[config.mk]
export PLATFORM = sky130hd
export DESIGN_NAME = spgw_port
export DESIGN_NICKNAME = d
export VERILOG_FILES = /design/src/pkg/spgw_pkg.sv /design/src/logic/spgw_port.sv
export SDC_FILE = /design/constraint.sdc
export NUM_CORES = 1
export LEC_CHECK = 0
export BUFFER_PORTS_ARGS = -buffer_cell sky130_fd_sc_hd__buf_4
export CAP_MARGIN = 10
export CORE_MARGIN = 2
export CORE_UTILIZATION = 35
export CTS_CLUSTER_SIZE = 12
export DETAILED_ROUTE_END_ITERATION = 12
export PLACE_DENSITY = 0.74
export REMOVE_ABC_BUFFERS = 1
export SLEW_MARGIN = 5
export SYNTH_ARGS = -nofsm -noshare
export SYNTH_HDL_FRONTEND = slang
export SYNTH_SLANG_ARGS = --single-unit
[constraint.sdc]
create_clock -name CLK_IN -period 2 [get_ports CLK_IN]
set_input_delay 0.1 -clock CLK_IN [delete_from_list [all_inputs] [get_ports CLK_IN]]
set_output_delay 0.1 -clock CLK_IN [all_outputs]
set_load 0.01 [all_outputs]
[src/pkg/spgw_pkg.sv]
// register map, field layouts, reset values and bus carriers for the six-pin gpio port
// assumes a 32-bit apb slave with one aligned word per register
package spgw_pkg;
  localparam int          NPIN          = 6;
  localparam logic [11:0] OFF_LEVEL     = 12'h000;
  localparam logic [11:0] OFF_DIR       = 12'h004;
  localparam logic [11:0] OFF_ANALOG_SELECT     = 12'h008;
  localparam logic [11:0] OFF_PULLUP    = 12'h00c;
  localparam logic [11:0] OFF_IOC       = 12'h010;
  localparam logic [11:0] OFF_CTRL      = 12'h014;
  localparam logic [11:0] OFF_STATUS    = 12'h018;
  localparam logic [5:0]  DIR_RST       = 6'h3f;
  localparam logic [7:0]  ANALOG_SELECT_RST     = 8'hff;
  localparam logic [5:0]  PULLUP_RST    = 6'h37;
  localparam logic [5:0]  IOC_RST       = 6'h00;
  localparam logic [5:0]  LATCH_RST     = 6'h00;
  localparam logic [5:0]  PULLUP_IMPL   = 6'h37;
  localparam logic [5:0]  CRYSTAL_PINS  = 6'h30;
  localparam logic [5:0]  INPUT_ONLY    = 6'h08;
  localparam int          PIN3          = 3;
  localparam int          CTRL_GPU      = 0;
  localparam int          CTRL_GIE      = 1;
  localparam int          CTRL_ULPWE    = 2;
  localparam int          STAT_FLAG     = 0;
  localparam logic [3:0]  CTRL_RST      = 4'h1;
  localparam logic [31:0] IRQ_VECTOR    = 32'h0000_0004;

  // oscillator selections seen by the port
  typedef enum logic [1:0] {
    SPGW_OSC_OTHER,
    SPGW_OSC_CRYSTAL_MEDIUM,
    SPGW_OSC_CRYSTAL_FAST,
    SPGW_OSC_CRYSTAL_LOW_POWER
  } spgw_osc_t;

  // apb request carrier
  typedef struct packed {
    logic        psel;
    logic        penable;
    logic        pwrite;
    logic [11:0] paddr;
    logic [31:0] pwdata;
  } spgw_apb_req_t;

  // apb answer carrier
  typedef struct packed {
    logic        pready;
    logic        pslverr;
    logic [31:0] prdata;
  } spgw_apb_rsp_t;
endpackage

[src/logic/spgw_port.sv]
// six-pin gpio port with pull-ups, change detection and slow-discharge wake
// assumes apb master on CLK_IN, pins synchronised to CLK_IN inside by two flops, reset kinds decoded outside
`timescale 1ns/10ps

// Function
// - port read returns pin levels in bits 5..0, bits 7..6 zero
// - direction one tri-states the pin, zero drives the output latch
// - pin 3 direction reads one; its data bit is read-only
// - crystal modes force direction, pull-up, change enables of pins 5..4 to one
// - analog-selected pins read zero digitally
// - analog select leaves the output path untouched
// - analog select bit disables digital input, pull-up and change detect
// - pull-ups on pins 0,1,2,4,5; bit 3 reads zero
// - pull-up off while the pin is an output
// - pull-ups on pins 0,1,2,4,5 need the global pull-up control enabled
// - power-on reset leaves all pull-ups disabled via global control; pin 3 pull-up stays on while master clear is enabled
// - pin 3 pull-up follows master-clear function, no software control
// - six change enables in bits 5..0, cleared at power-on reset
// - enabled pins compared with last-read latch, mismatches ORed into change flag
// - mismatch keeps setting the flag; software reads port then clears flag
// - last-read latch survives master-clear and brown-out resets
// - set change flag wakes the device from sleep
// - a change coinciding with a port read may be missed
// - change interrupt recognised only with global interrupt enable
// - wake enable switches on a current sink on pin 0
// - pin 0 below threshold wakes; vector 0004h if interrupts enabled, else continue
// - port writes are read-modify-write into the output latch
// - pin 3 data reads zero while master-clear function is enabled
module spgw_port (
  input  wire logic                   CLK_IN,
  input  wire logic                   SRST_IN,
  input  wire logic                   POR_IN,
  input  wire spgw_pkg::spgw_apb_req_t APB_REQ_IN,
  output spgw_pkg::spgw_apb_rsp_t     APB_RSP_OUT,
  input  wire logic [5:0]             PIN_IN,
  output logic [5:0]                  PIN_OUT,
  output logic [5:0]                  PIN_OE_OUT,
  output logic [5:0]                  PULLUP_ON_OUT,
  output logic                        DISCHARGE_SINK_OUT,
  input  wire logic                   MASTER_CLEAR_FUNC_EN_IN,
  input  wire spgw_pkg::spgw_osc_t    OSC_MODE_IN,
  input  wire logic                   SLEEPING_IN,
  output logic                        WAKE_OUT,
  output logic                        IRQ_OUT,
  output logic [31:0]                 IRQ_VECTOR_OUT
);

  logic [5:0] sync1_r;
  logic [5:0] sync2_r;
  logic [5:0] latch_r;
  logic [5:0] latch_nxt;
  logic [5:0] dir_r;
  logic [5:0] dir_nxt;
  logic [7:0] analog_select_r;
  logic [7:0] analog_select_nxt;
  logic [5:0] pullup_r;
  logic [5:0] pullup_nxt;
  logic [5:0] ioc_r;
  logic [5:0] ioc_nxt;
  logic [3:0] ctrl_r;
  logic [3:0] ctrl_nxt;
  logic [5:0] last_read_r;
  logic [5:0] last_read_nxt;
  logic       flag_r;
  logic       flag_nxt;
  logic [31:0] prdata_r;
  logic        pslverr_r;

  // decode of the apb access phase
  wire logic access   = APB_REQ_IN.psel & APB_REQ_IN.penable;
  wire logic wr       = access & APB_REQ_IN.pwrite;
  wire logic rd       = access & ~APB_REQ_IN.pwrite;
  wire logic sel_lvl  = (APB_REQ_IN.paddr == spgw_pkg::OFF_LEVEL);
  wire logic sel_dir  = (APB_REQ_IN.paddr == spgw_pkg::OFF_DIR);
  wire logic sel_ans  = (APB_REQ_IN.paddr == spgw_pkg::OFF_ANALOG_SELECT);
  wire logic sel_pu   = (APB_REQ_IN.paddr == spgw_pkg::OFF_PULLUP);
  wire logic sel_ioc  = (APB_REQ_IN.paddr == spgw_pkg::OFF_IOC);
  wire logic sel_ctl  = (APB_REQ_IN.paddr == spgw_pkg::OFF_CTRL);
  wire logic sel_sts  = (APB_REQ_IN.paddr == spgw_pkg::OFF_STATUS);
  wire logic mapped   = sel_lvl | sel_dir | sel_ans | sel_pu | sel_ioc | sel_ctl | sel_sts;
  wire logic port_rd  = rd & sel_lvl;
  wire logic port_wr  = wr & sel_lvl;

  // crystal modes claim pins 5 and 4
  wire logic       crystal  = (OSC_MODE_IN != spgw_pkg::SPGW_OSC_OTHER);
  wire logic [5:0] xtal_msk = crystal ? spgw_pkg::CRYSTAL_PINS : 6'h00;

  // visible register values with forced bits
  wire logic [5:0] dir_vis  = dir_r | spgw_pkg::INPUT_ONLY | xtal_msk;
  wire logic [5:0] pu_vis   = (pullup_r & spgw_pkg::PULLUP_IMPL) | xtal_msk;
  wire logic [5:0] ioc_vis  = ioc_r | xtal_msk;

  // analog channels 0..2 sit on pins 0..2 and channel 3 on pin 4; pins 3 and 5 have no channel
  wire logic [5:0] pin_ana  = {1'b0, analog_select_r[3], 1'b0, analog_select_r[2:0]};
  wire logic [5:0] master_clear_msk = MASTER_CLEAR_FUNC_EN_IN ? spgw_pkg::INPUT_ONLY : 6'h00;
  wire logic       gpu_on   = ~ctrl_r[spgw_pkg::CTRL_GPU];
  wire logic [5:0] dig_in;
  wire logic [5:0] mismatch;
  wire logic [5:0] drive_en;
  wire logic [5:0] pu_sw;

  // per-pin input mask, change compare, driver enable and pull-up switch
  for (genvar i = 0; i < spgw_pkg::NPIN; i++) begin : g_pin
    // analog select and master clear force the digital read to zero
    assign dig_in[i]   = sync2_r[i] & ~pin_ana[i] & ~master_clear_msk[i];
    // enabled digital pins compare against the last-read latch
    assign mismatch[i] = (dig_in[i] ^ last_read_r[i]) & ioc_vis[i] & ~pin_ana[i];
    // analog select is not part of the output path
    assign drive_en[i] = ~dir_vis[i];
    // pull-up only where built, on an input, digital and globally enabled
    assign pu_sw[i]    = pu_vis[i] & spgw_pkg::PULLUP_IMPL[i] & dir_vis[i] & ~pin_ana[i] & gpu_on;
  end

  wire logic       any_mis  = |mismatch;

  // read multiplexer, unused bits read zero
  wire logic [31:0] rd_mux =
    sel_lvl ? {26'h0, dig_in} :
    sel_dir ? {26'h0, dir_vis} :
    sel_ans ? {24'h0, analog_select_r} :
    sel_pu  ? {26'h0, pu_vis} :
    sel_ioc ? {26'h0, ioc_vis} :
    sel_ctl ? {28'h0, ctrl_r} :
    sel_sts ? {31'h0, flag_r} : 32'h0;

  // master-clear pull-up on pin 3 follows the configuration, not software
  wire logic [5:0] pu_pin3  = MASTER_CLEAR_FUNC_EN_IN ? spgw_pkg::INPUT_ONLY : 6'h00;

  // next values of software-written registers
  always_comb begin
    latch_nxt = latch_r;
    dir_nxt   = dir_r;
    analog_select_nxt = analog_select_r;
    pullup_nxt = pullup_r;
    ioc_nxt   = ioc_r;
    ctrl_nxt  = ctrl_r;
    if (port_wr) begin
      // read-modify-write: input-only bit keeps its sampled level
      latch_nxt = (APB_REQ_IN.pwdata[5:0] & ~spgw_pkg::INPUT_ONLY) | (dig_in & spgw_pkg::INPUT_ONLY);
    end else if (wr && sel_dir) begin
      dir_nxt = APB_REQ_IN.pwdata[5:0];
    end else if (wr && sel_ans) begin
      analog_select_nxt = APB_REQ_IN.pwdata[7:0];
    end else if (wr && sel_pu) begin
      pullup_nxt = APB_REQ_IN.pwdata[5:0] & spgw_pkg::PULLUP_IMPL;
    end else if (wr && sel_ioc) begin
      ioc_nxt = APB_REQ_IN.pwdata[5:0];
    end else if (wr && sel_ctl) begin
      ctrl_nxt = APB_REQ_IN.pwdata[3:0];
    end
  end

  // last-read latch and change flag; a port read or write ends the mismatch
  always_comb begin
    last_read_nxt = last_read_r;
    flag_nxt      = flag_r;
    if (port_rd || port_wr) begin
      last_read_nxt = dig_in;
    end
    if (wr && sel_sts && APB_REQ_IN.pwdata[spgw_pkg::STAT_FLAG]) begin
      flag_nxt = 1'b0;
    end
    // a port read blocks the flag set and reloads the latch, so a change on the read edge can be lost
    if (any_mis && !port_rd) begin
      flag_nxt = 1'b1;
    end
  end

  // two-stage input synchroniser
  always_ff @(posedge CLK_IN) begin
    sync1_r <= PIN_IN;
    sync2_r <= sync1_r;
  end

  // output latch, cleared by any synchronous reset
  always_ff @(posedge CLK_IN) begin
    if (SRST_IN) begin
      latch_r <= spgw_pkg::LATCH_RST;
    end else begin
      latch_r <= latch_nxt;
    end
  end

  // direction register, all pins inputs after reset
  always_ff @(posedge CLK_IN) begin
    if (SRST_IN) begin
      dir_r <= spgw_pkg::DIR_RST;
    end else begin
      dir_r <= dir_nxt;
    end
  end

  // analog select register, all channels analog after reset
  always_ff @(posedge CLK_IN) begin
    if (SRST_IN) begin
      analog_select_r <= spgw_pkg::ANALOG_SELECT_RST;
    end else begin
      analog_select_r <= analog_select_nxt;
    end
  end

  // per-pin pull-up enables
  always_ff @(posedge CLK_IN) begin
    if (SRST_IN) begin
      pullup_r <= spgw_pkg::PULLUP_RST;
    end else begin
      pullup_r <= pullup_nxt;
    end
  end

  // change enables, cleared by reset
  always_ff @(posedge CLK_IN) begin
    if (SRST_IN) begin
      ioc_r <= spgw_pkg::IOC_RST;
    end else begin
      ioc_r <= ioc_nxt;
    end
  end

  // control word; reset leaves the global pull-up control disabling pull-ups
  always_ff @(posedge CLK_IN) begin
    if (SRST_IN) begin
      ctrl_r <= spgw_pkg::CTRL_RST;
    end else begin
      ctrl_r <= ctrl_nxt;
    end
  end

  // last-read latch: only a power-on reset clears it
  always_ff @(posedge CLK_IN) begin
    if (POR_IN) begin
      last_read_r <= spgw_pkg::LATCH_RST;
    end else begin
      last_read_r <= last_read_nxt;
    end
  end

  // change flag; after a non-power-on reset a remaining mismatch sets it again
  always_ff @(posedge CLK_IN) begin
    if (SRST_IN) begin
      flag_r <= 1'b0;
    end else begin
      flag_r <= flag_nxt;
    end
  end

  // setup phase of a transfer
  wire logic setup = APB_REQ_IN.psel & ~APB_REQ_IN.penable;

  // answer captured at the setup edge, so read data comes from flops in the access cycle
  always_ff @(posedge CLK_IN) begin
    if (SRST_IN) begin
      prdata_r  <= 32'h0;
      pslverr_r <= 1'b0;
    end else if (setup) begin
      prdata_r  <= APB_REQ_IN.pwrite ? 32'h0 : rd_mux;
      pslverr_r <= ~mapped;
    end
  end

  // zero-wait-state slave: ready in every access cycle, data valid from the setup edge
  assign APB_RSP_OUT.pready  = 1'b1;
  assign APB_RSP_OUT.pslverr = access & pslverr_r;
  assign APB_RSP_OUT.prdata  = prdata_r;

  // pins, pull-ups and current sink
  assign PIN_OUT            = latch_r & drive_en;
  assign PIN_OE_OUT         = drive_en;
  assign PULLUP_ON_OUT      = pu_sw | pu_pin3;
  assign DISCHARGE_SINK_OUT = ctrl_r[spgw_pkg::CTRL_ULPWE];

  // wake and interrupt; global enable selects vector or fall-through
  assign WAKE_OUT       = flag_r & SLEEPING_IN;
  assign IRQ_OUT        = flag_r & ctrl_r[spgw_pkg::CTRL_GIE];
  assign IRQ_VECTOR_OUT = spgw_pkg::IRQ_VECTOR;

endmodule

# Word-level counts from Yosys, hierarchy flattened
# Index checks and enable logic that the tools add are counted.
# Widths: inputs -> output; s select.
dict set report classes {
  n_bitwise 86
  n_reduce_logical 19
  n_eq_ne 6
  muxes 12
}
# op count
set op_table {}
lappend op_table {{$and 1x1->1} 43}
lappend op_table {{$eq 12x5->1 const B} 3}
lappend op_table {{$mux 8} 4}
lappend op_table {{$eq 12x4->1 const B} 2}
lappend op_table {{$not 1->1} 23}
lappend op_table {{$mux 6} 3}
lappend op_table {{$or 6x6->6} 3}
lappend op_table {{$eq 12x3->1 const B} 1}
lappend op_table {{$logic_not 12->1} 1}
lappend op_table {{$or 6x4->6} 2}
lappend op_table {{$logic_and 1x1->1} 8}
lappend op_table {{$mux 4} 2}
lappend op_table {{$and 6x6->6} 1}
lappend op_table {{$or 1x1->1} 6}
lappend op_table {{$reduce_and 6->1} 1}
lappend op_table {{$reduce_or 6->1} 1}
lappend op_table {{$xor 1x1->1} 6}
lappend op_table {{$reduce_and 5->1} 1}
lappend op_table {{$reduce_and 4->1} 1}
lappend op_table {{$reduce_bool 2->1} 2}
lappend op_table {{$mux 1} 3}
lappend op_table {{$reduce_and 3->1} 1}
lappend op_table {{$not 1->1 const A} 2}
lappend op_table {{$reduce_and 2->1} 1}
lappend op_table {{2 further kinds} 2}
dict set report word_totals {
  word_cells 135
  out_inout_bits 87
  regBits 87
}

# Logic depth before layout (Yosys ltp)
dict set report logic_depth {
  ltp_word 9
  ltp_mapped 7
  mapped_depth_nobuf 5
}

# Worst setup path after synthesis
# Ideal clock, no wire load.
dict set report synth_timing {
  kind {input to register}
  from {input APB_REQ_IN[33] (netlist name)}
  to {register prdata_r[1]}
  arrival_time_ps 1581
  slack_ps 296
  required_time_ps 1877
  cell_stages 6
  path_cell_list {or3_1 > buf_6 > or3_4 > or3_4 > o221ai_1 > nor2_1}
}
dict set report synth_via {
  elab_chain_len 8
  elab_cells_between_ends 13
  cone_classes {eq/ne: 5; mux: 7; reduce/logical: 1}
}
# element line_no
set synth_rtl {}
lappend synth_rtl {{start: declaration} spgw_port.sv:33} ;# input wire spgw_pkg::spgw_apb_req_t APB_REQ_IN,
lappend synth_rtl {{$eq 12x5->1} spgw_port.sv:78} ;# wire logic sel_ctl = (APB_REQ_IN.paddr == spgw_pkg::OFF_CTRL);
lappend synth_rtl {{$mux 4} spgw_port.sv:123} ;# sel_ctl ? {28'h0, ctrl_r} :
lappend synth_rtl {{$mux 6} spgw_port.sv:122} ;# sel_ioc ? {26'h0, ioc_vis} :
lappend synth_rtl {{$mux 6} spgw_port.sv:121} ;# sel_pu ? {26'h0, pu_vis} :
lappend synth_rtl {{$mux 8} spgw_port.sv:120} ;# sel_ans ? {24'h0, analog_select_r} :
lappend synth_rtl {{$mux 8} spgw_port.sv:119} ;# sel_dir ? {26'h0, dir_vis} :
lappend synth_rtl {{$mux 8 *} spgw_port.sv:118} ;# sel_lvl ? {26'h0, dig_in} :
lappend synth_rtl {{$mux 8 *} spgw_port.sv:256} ;# prdata_r <= APB_REQ_IN.pwrite ? 32'h0 : rd_mux;
lappend synth_rtl {{end signal: assignment} spgw_port.sv:256}
lappend synth_rtl {{end: declaration} spgw_port.sv:66} ;# logic [31:0] prdata_r;
# Mark *: on every way between the ends. The rest lies on a longest branch, timed or not.
# A chain may end at the register's enable or synchronous reset.

# Worst setup path in the final report
dict set report layout_timing {
  from {input APB_REQ_IN[41] (netlist name)}
  to {register pullup_r[0]}
}
dict set report layout_via {
  elab_chain_len 4
  elab_cells_between_ends 12
  cone_classes {eq/ne: 3; bitwise: 4; reduce/logical: 5}
}
# element line_no
set layout_rtl {}
lappend layout_rtl {{$eq 12x4->1 (tied with other cells)} spgw_port.sv:75} ;# wire logic sel_ans = (APB_REQ_IN.paddr == spgw_pkg::OFF_ANALOG_SELECT);
lappend layout_rtl {{$logic_and 1x1->1 (tied with other cells)} spgw_port.sv:142} ;# end else if (wr && sel_ans) begin
lappend layout_rtl {{$not 1->1 (no line)} -}
lappend layout_rtl {{$reduce_and 4->1 (no line) *} -}
lappend layout_rtl {{end signal: assignment} spgw_port.sv:205} ;# pullup_r <= spgw_pkg::PULLUP_RST;
lappend layout_rtl {{end signal: assignment} spgw_port.sv:207} ;# pullup_r <= pullup_nxt;
lappend layout_rtl {{end: declaration} spgw_port.sv:56} ;# logic [5:0] pullup_r;
# Marked as above.

==> flow_summary.yaml <==
status:
  status: "complete, no violations"
sta:
  layout_setup_ws_ps: 488.6
  clock.fmax_mhz: 661.7
  finalCritPeriodShare: 0.7557
  holdWs_ps: 25.70
  rsz0062_at_grt: "false"
  hold_viol_final: 0
  tightestPinTransition_ps: 508.1
  tns_ps: 0
  period_minus_slack_ps: 1511
  setup_viol: 0
  maxSlewViolCount: 0
  slew_headroom: 0.6600
  fin_worst_skew_ps: 8.397
clock_tree:
  clk_pin_slew_ps: 60
  cts_sinks: 61
  numCtsBuffers: 9
  tritoncts: "yes"
  cts-root-buf: "clkbuf_8"
  clk_latency_ps: 340
  post_cts_resized: 0
  cts_buffer_depth: 2
  htree_levels: 3
final_layout:
  fillers: 863
  final-seq-area_mm2: 0.001221
  area_growth_syn_to_layout_pct: 23.31
  multi_input_area_mm2: 0.001642
  num_antenna_cells: 0
  final_nets: 495
  drive_gt1_frac: 0.2205
  final_cells: 548
critical_path:
  cp_slowest_cell: "or4_1"
  worstPathArrival_ps: 1740
  cp-endpoint: "pullup_r[0]$_SDFFE_PP1P_"
  start_kind: "input port"
  crit_fanout: 10
  worst_ep_required_time_ps: 2230
  path_cells: "buf_4 -> nor4_2 -> nand2_1 -> or4_1 -> a211o_1"
  rr_worst_depth: 5
  crit_type: "in -> reg"
  r2r-start: "ioc_r[5]$_SDFFE_PP0P_"
  cpPeakStageDelay_ps: 710
  regToRegSetupSlack_ps: 700
  endpoint_kind: "flop"
  cp.depth: 5
  critical_path_buf_inv_count: 1
  path_delay_family: "simple AND/OR/NAND/NOR gates"
  crit_start: "APB_REQ_IN[41]"
  timing.rr.end: "flag_r$_SDFFE_PP0P_"
logic_synthesis:
  synth_edf_count: 0
  synth_cell_types: 47
  avgSynthCellArea_um2: 9.040
  yosysWarnings: 0
  synth-main-ff-cell: "dfxtp_1"
  syn_inst: 355
  synth_seq_cells: 61
  synth_area_mm2: 0.003209
  synthArstFlopShare: 0
  synth-seq-area-share: 0.3805
die:
  die_w_um: 99.76
  start_util: 0.3645
  io_pins: 147
  die_y_um: 99.76
  dieArea_mm2: 0.009951
  row_count: 34
  core_mm2: 0.008806
grt:
  grt_start_max_net_pins: 40
  grt_pass1_wl_um: 11930
  overflow: 0
  grt_pass1_vias: 2447
  grt_use_total: 0.1546
  antenna_found_initial: 0
hold_path:
  hp-class: "in -> reg"
  min_from: "APB_REQ_IN[1]"
pwr:
  vdd_ir_drop_max_mv: 0.3833
  power.density_mw_per_mm2: 688.2
  leakage_nw: 1.681
route:
  postRouteAntennaNets: 0
  vias_per_cell: 4.856
  wire_per_inst_um: 13.85
  routed_wl_um: 7591
  drc_errors: 0
  drtIter0Drc: 206
  route.vias.total: 2661
  dr.pass1.iters: 5
placed_design:
  io_buffers: 63
  globalplace.congestion: 0.8860
  pre_cts_ws_ps: 144.1
  post-dp-hpwl_um: 5780
  placedCellCount: 520
flow_run:
  max-cap-violations: 0
-- sequential cells by signal, indices dropped and copies added, names as in the netlist --
register,count
analog_select_r,8
prdata_r,8
ioc_r,6
last_read_r,6
sync1_r,6
sync2_r,6
dir_r,5
latch_r,5
pullup_r,5
ctrl_r,4
flag_r,1
pslverr_r,1
-- metal layers --
layer / GRT usage / wire, µm / up-vias
li1: - / - / 1284
met1: 0.1829 / 3092 / 1238
met2: 0.2594 / 3739 / 134
met3: 0.06254 / 691 / 5
met4: 0.04320 / 68 / 0
met5: 0 / 0 / -
-- through the flow --
stage	area (µm²)	power, mW	util
final	3958	2.724	0.4494
after detailed placement	3611	1.496	0.4101
after global routing	3958	2.849	0.4494
after floorplan	2908	1.373	-
after CTS	3958	2.752	0.4494
after global placement	3611	1.492	0.4101
-- final cells by class --
class / instances / area share
clock buffers: 13 / 0.04015
clock inverters: 3 / 0.01707
inverters: 12 / 0.01138
multi-input cells: 265 / 0.4148
flip-flops and latches: 61 / 0.3086
well taps: 108 / 0.03414
repair buffers: 86 / 0.1739
-- synthesized netlist by cell type, types with 2 or more instances --
master	count	area share
o21ai_0	3	0.0047
nand3_1	8	0.012
clkbuf_1	9	0.011
nor2_1	40	0.047
inv_1	12	0.014
nor3b_1	2	0.0047
a22oi_1	3	0.0070
conb_1	2	0.0023
nor4_4	3	0.020
nor3_1	7	0.011
dfxtp_1	61	0.38
nor2b_1	20	0.039
buf_4	61	0.14
nand2_1	10	0.012
or3_4	2	0.0070
and2_1	4	0.0078
mux2i_1	25	0.078
a211o_1	19	0.052
and3b_1	2	0.0055
nor4_1	3	0.0058
nor4b_1	4	0.011
buf_1	2	0.0023
a21oi_1	14	0.022
a221oi_1	2	0.0055
xnor2_1	5	0.014
nor3_4	2	0.010
o221ai_1	5	0.014
o22ai_1	6	0.012
-- what timing repair did --
item | CTS | global route
buffers inserted | 0 | 0
hold buffers | 12 | 0
endpoints found under the hold margin | 19 | 0
-- cells in the final DEF (no fill, tap or decap), types with 3 or more instances in the layout --
master,instances
a211o_1,19
buf_4,73
a22oi_1,3
o21ai_0,3
o221ai_1,5
nor4b_1,4
nor3_1,7
nand2_1,10
nor2_1,40
nor4_4,3
nand3_1,8
inv_1,12
nor2b_1,20
a21oi_1,14
conb_1,59
nor4_1,3
and2_1,4
clkbuf_8,11
xnor2_1,5
mux2i_1,25
dlygate4sd3_1,12
o22ai_1,6
dfxtp_1,61
-- where the power goes --
| group | switching, mW | internal, mW |
|---|---|---|
| sequential | 0.00822 | 1.23 |
| combinational | 0.155 | 0.0982 |
| clock | 0.461 | 0.771 |
| total | 0.624 | 2.10 |
-- logic make-up after synthesis --
group / share of synthesized area
flip-flops: 0.3805
AND/OR/NAND/NOR: 0.2086
XOR/XNOR: 0.01637
AO/OA/AOI/OAI: 0.1396
buffers and inverters: 0.1747
multiplexers: 0.07797
other: 0.002340
-- how the worst min path moves through the flow --
stage                                            to  slack, ps  cells past startpoint
floorplan                        sync1_r[0]$_DFF_P_        130                      0
global placement                 sync1_r[2]$_DFF_P_        210                      1
detailed placement               sync1_r[1]$_DFF_P_        210                      1
CTS                 analog_select_r[1]$_SDFFE_PP1P_          4                      2
global route                  dir_r[2]$_SDFFE_PP1P_          8                      2
finish              analog_select_r[1]$_SDFFE_PP1P_         30                      2
-- worst register-to-register path, stage by stage, from the launching register on --
cell and delay (ps):
dfxtp_1 320, nor3_1 260, o32ai_1 150, nor3_1 210, a22o_1 170, a21oi_1 60
Note: power is estimated with default switching activity, not from simulation.
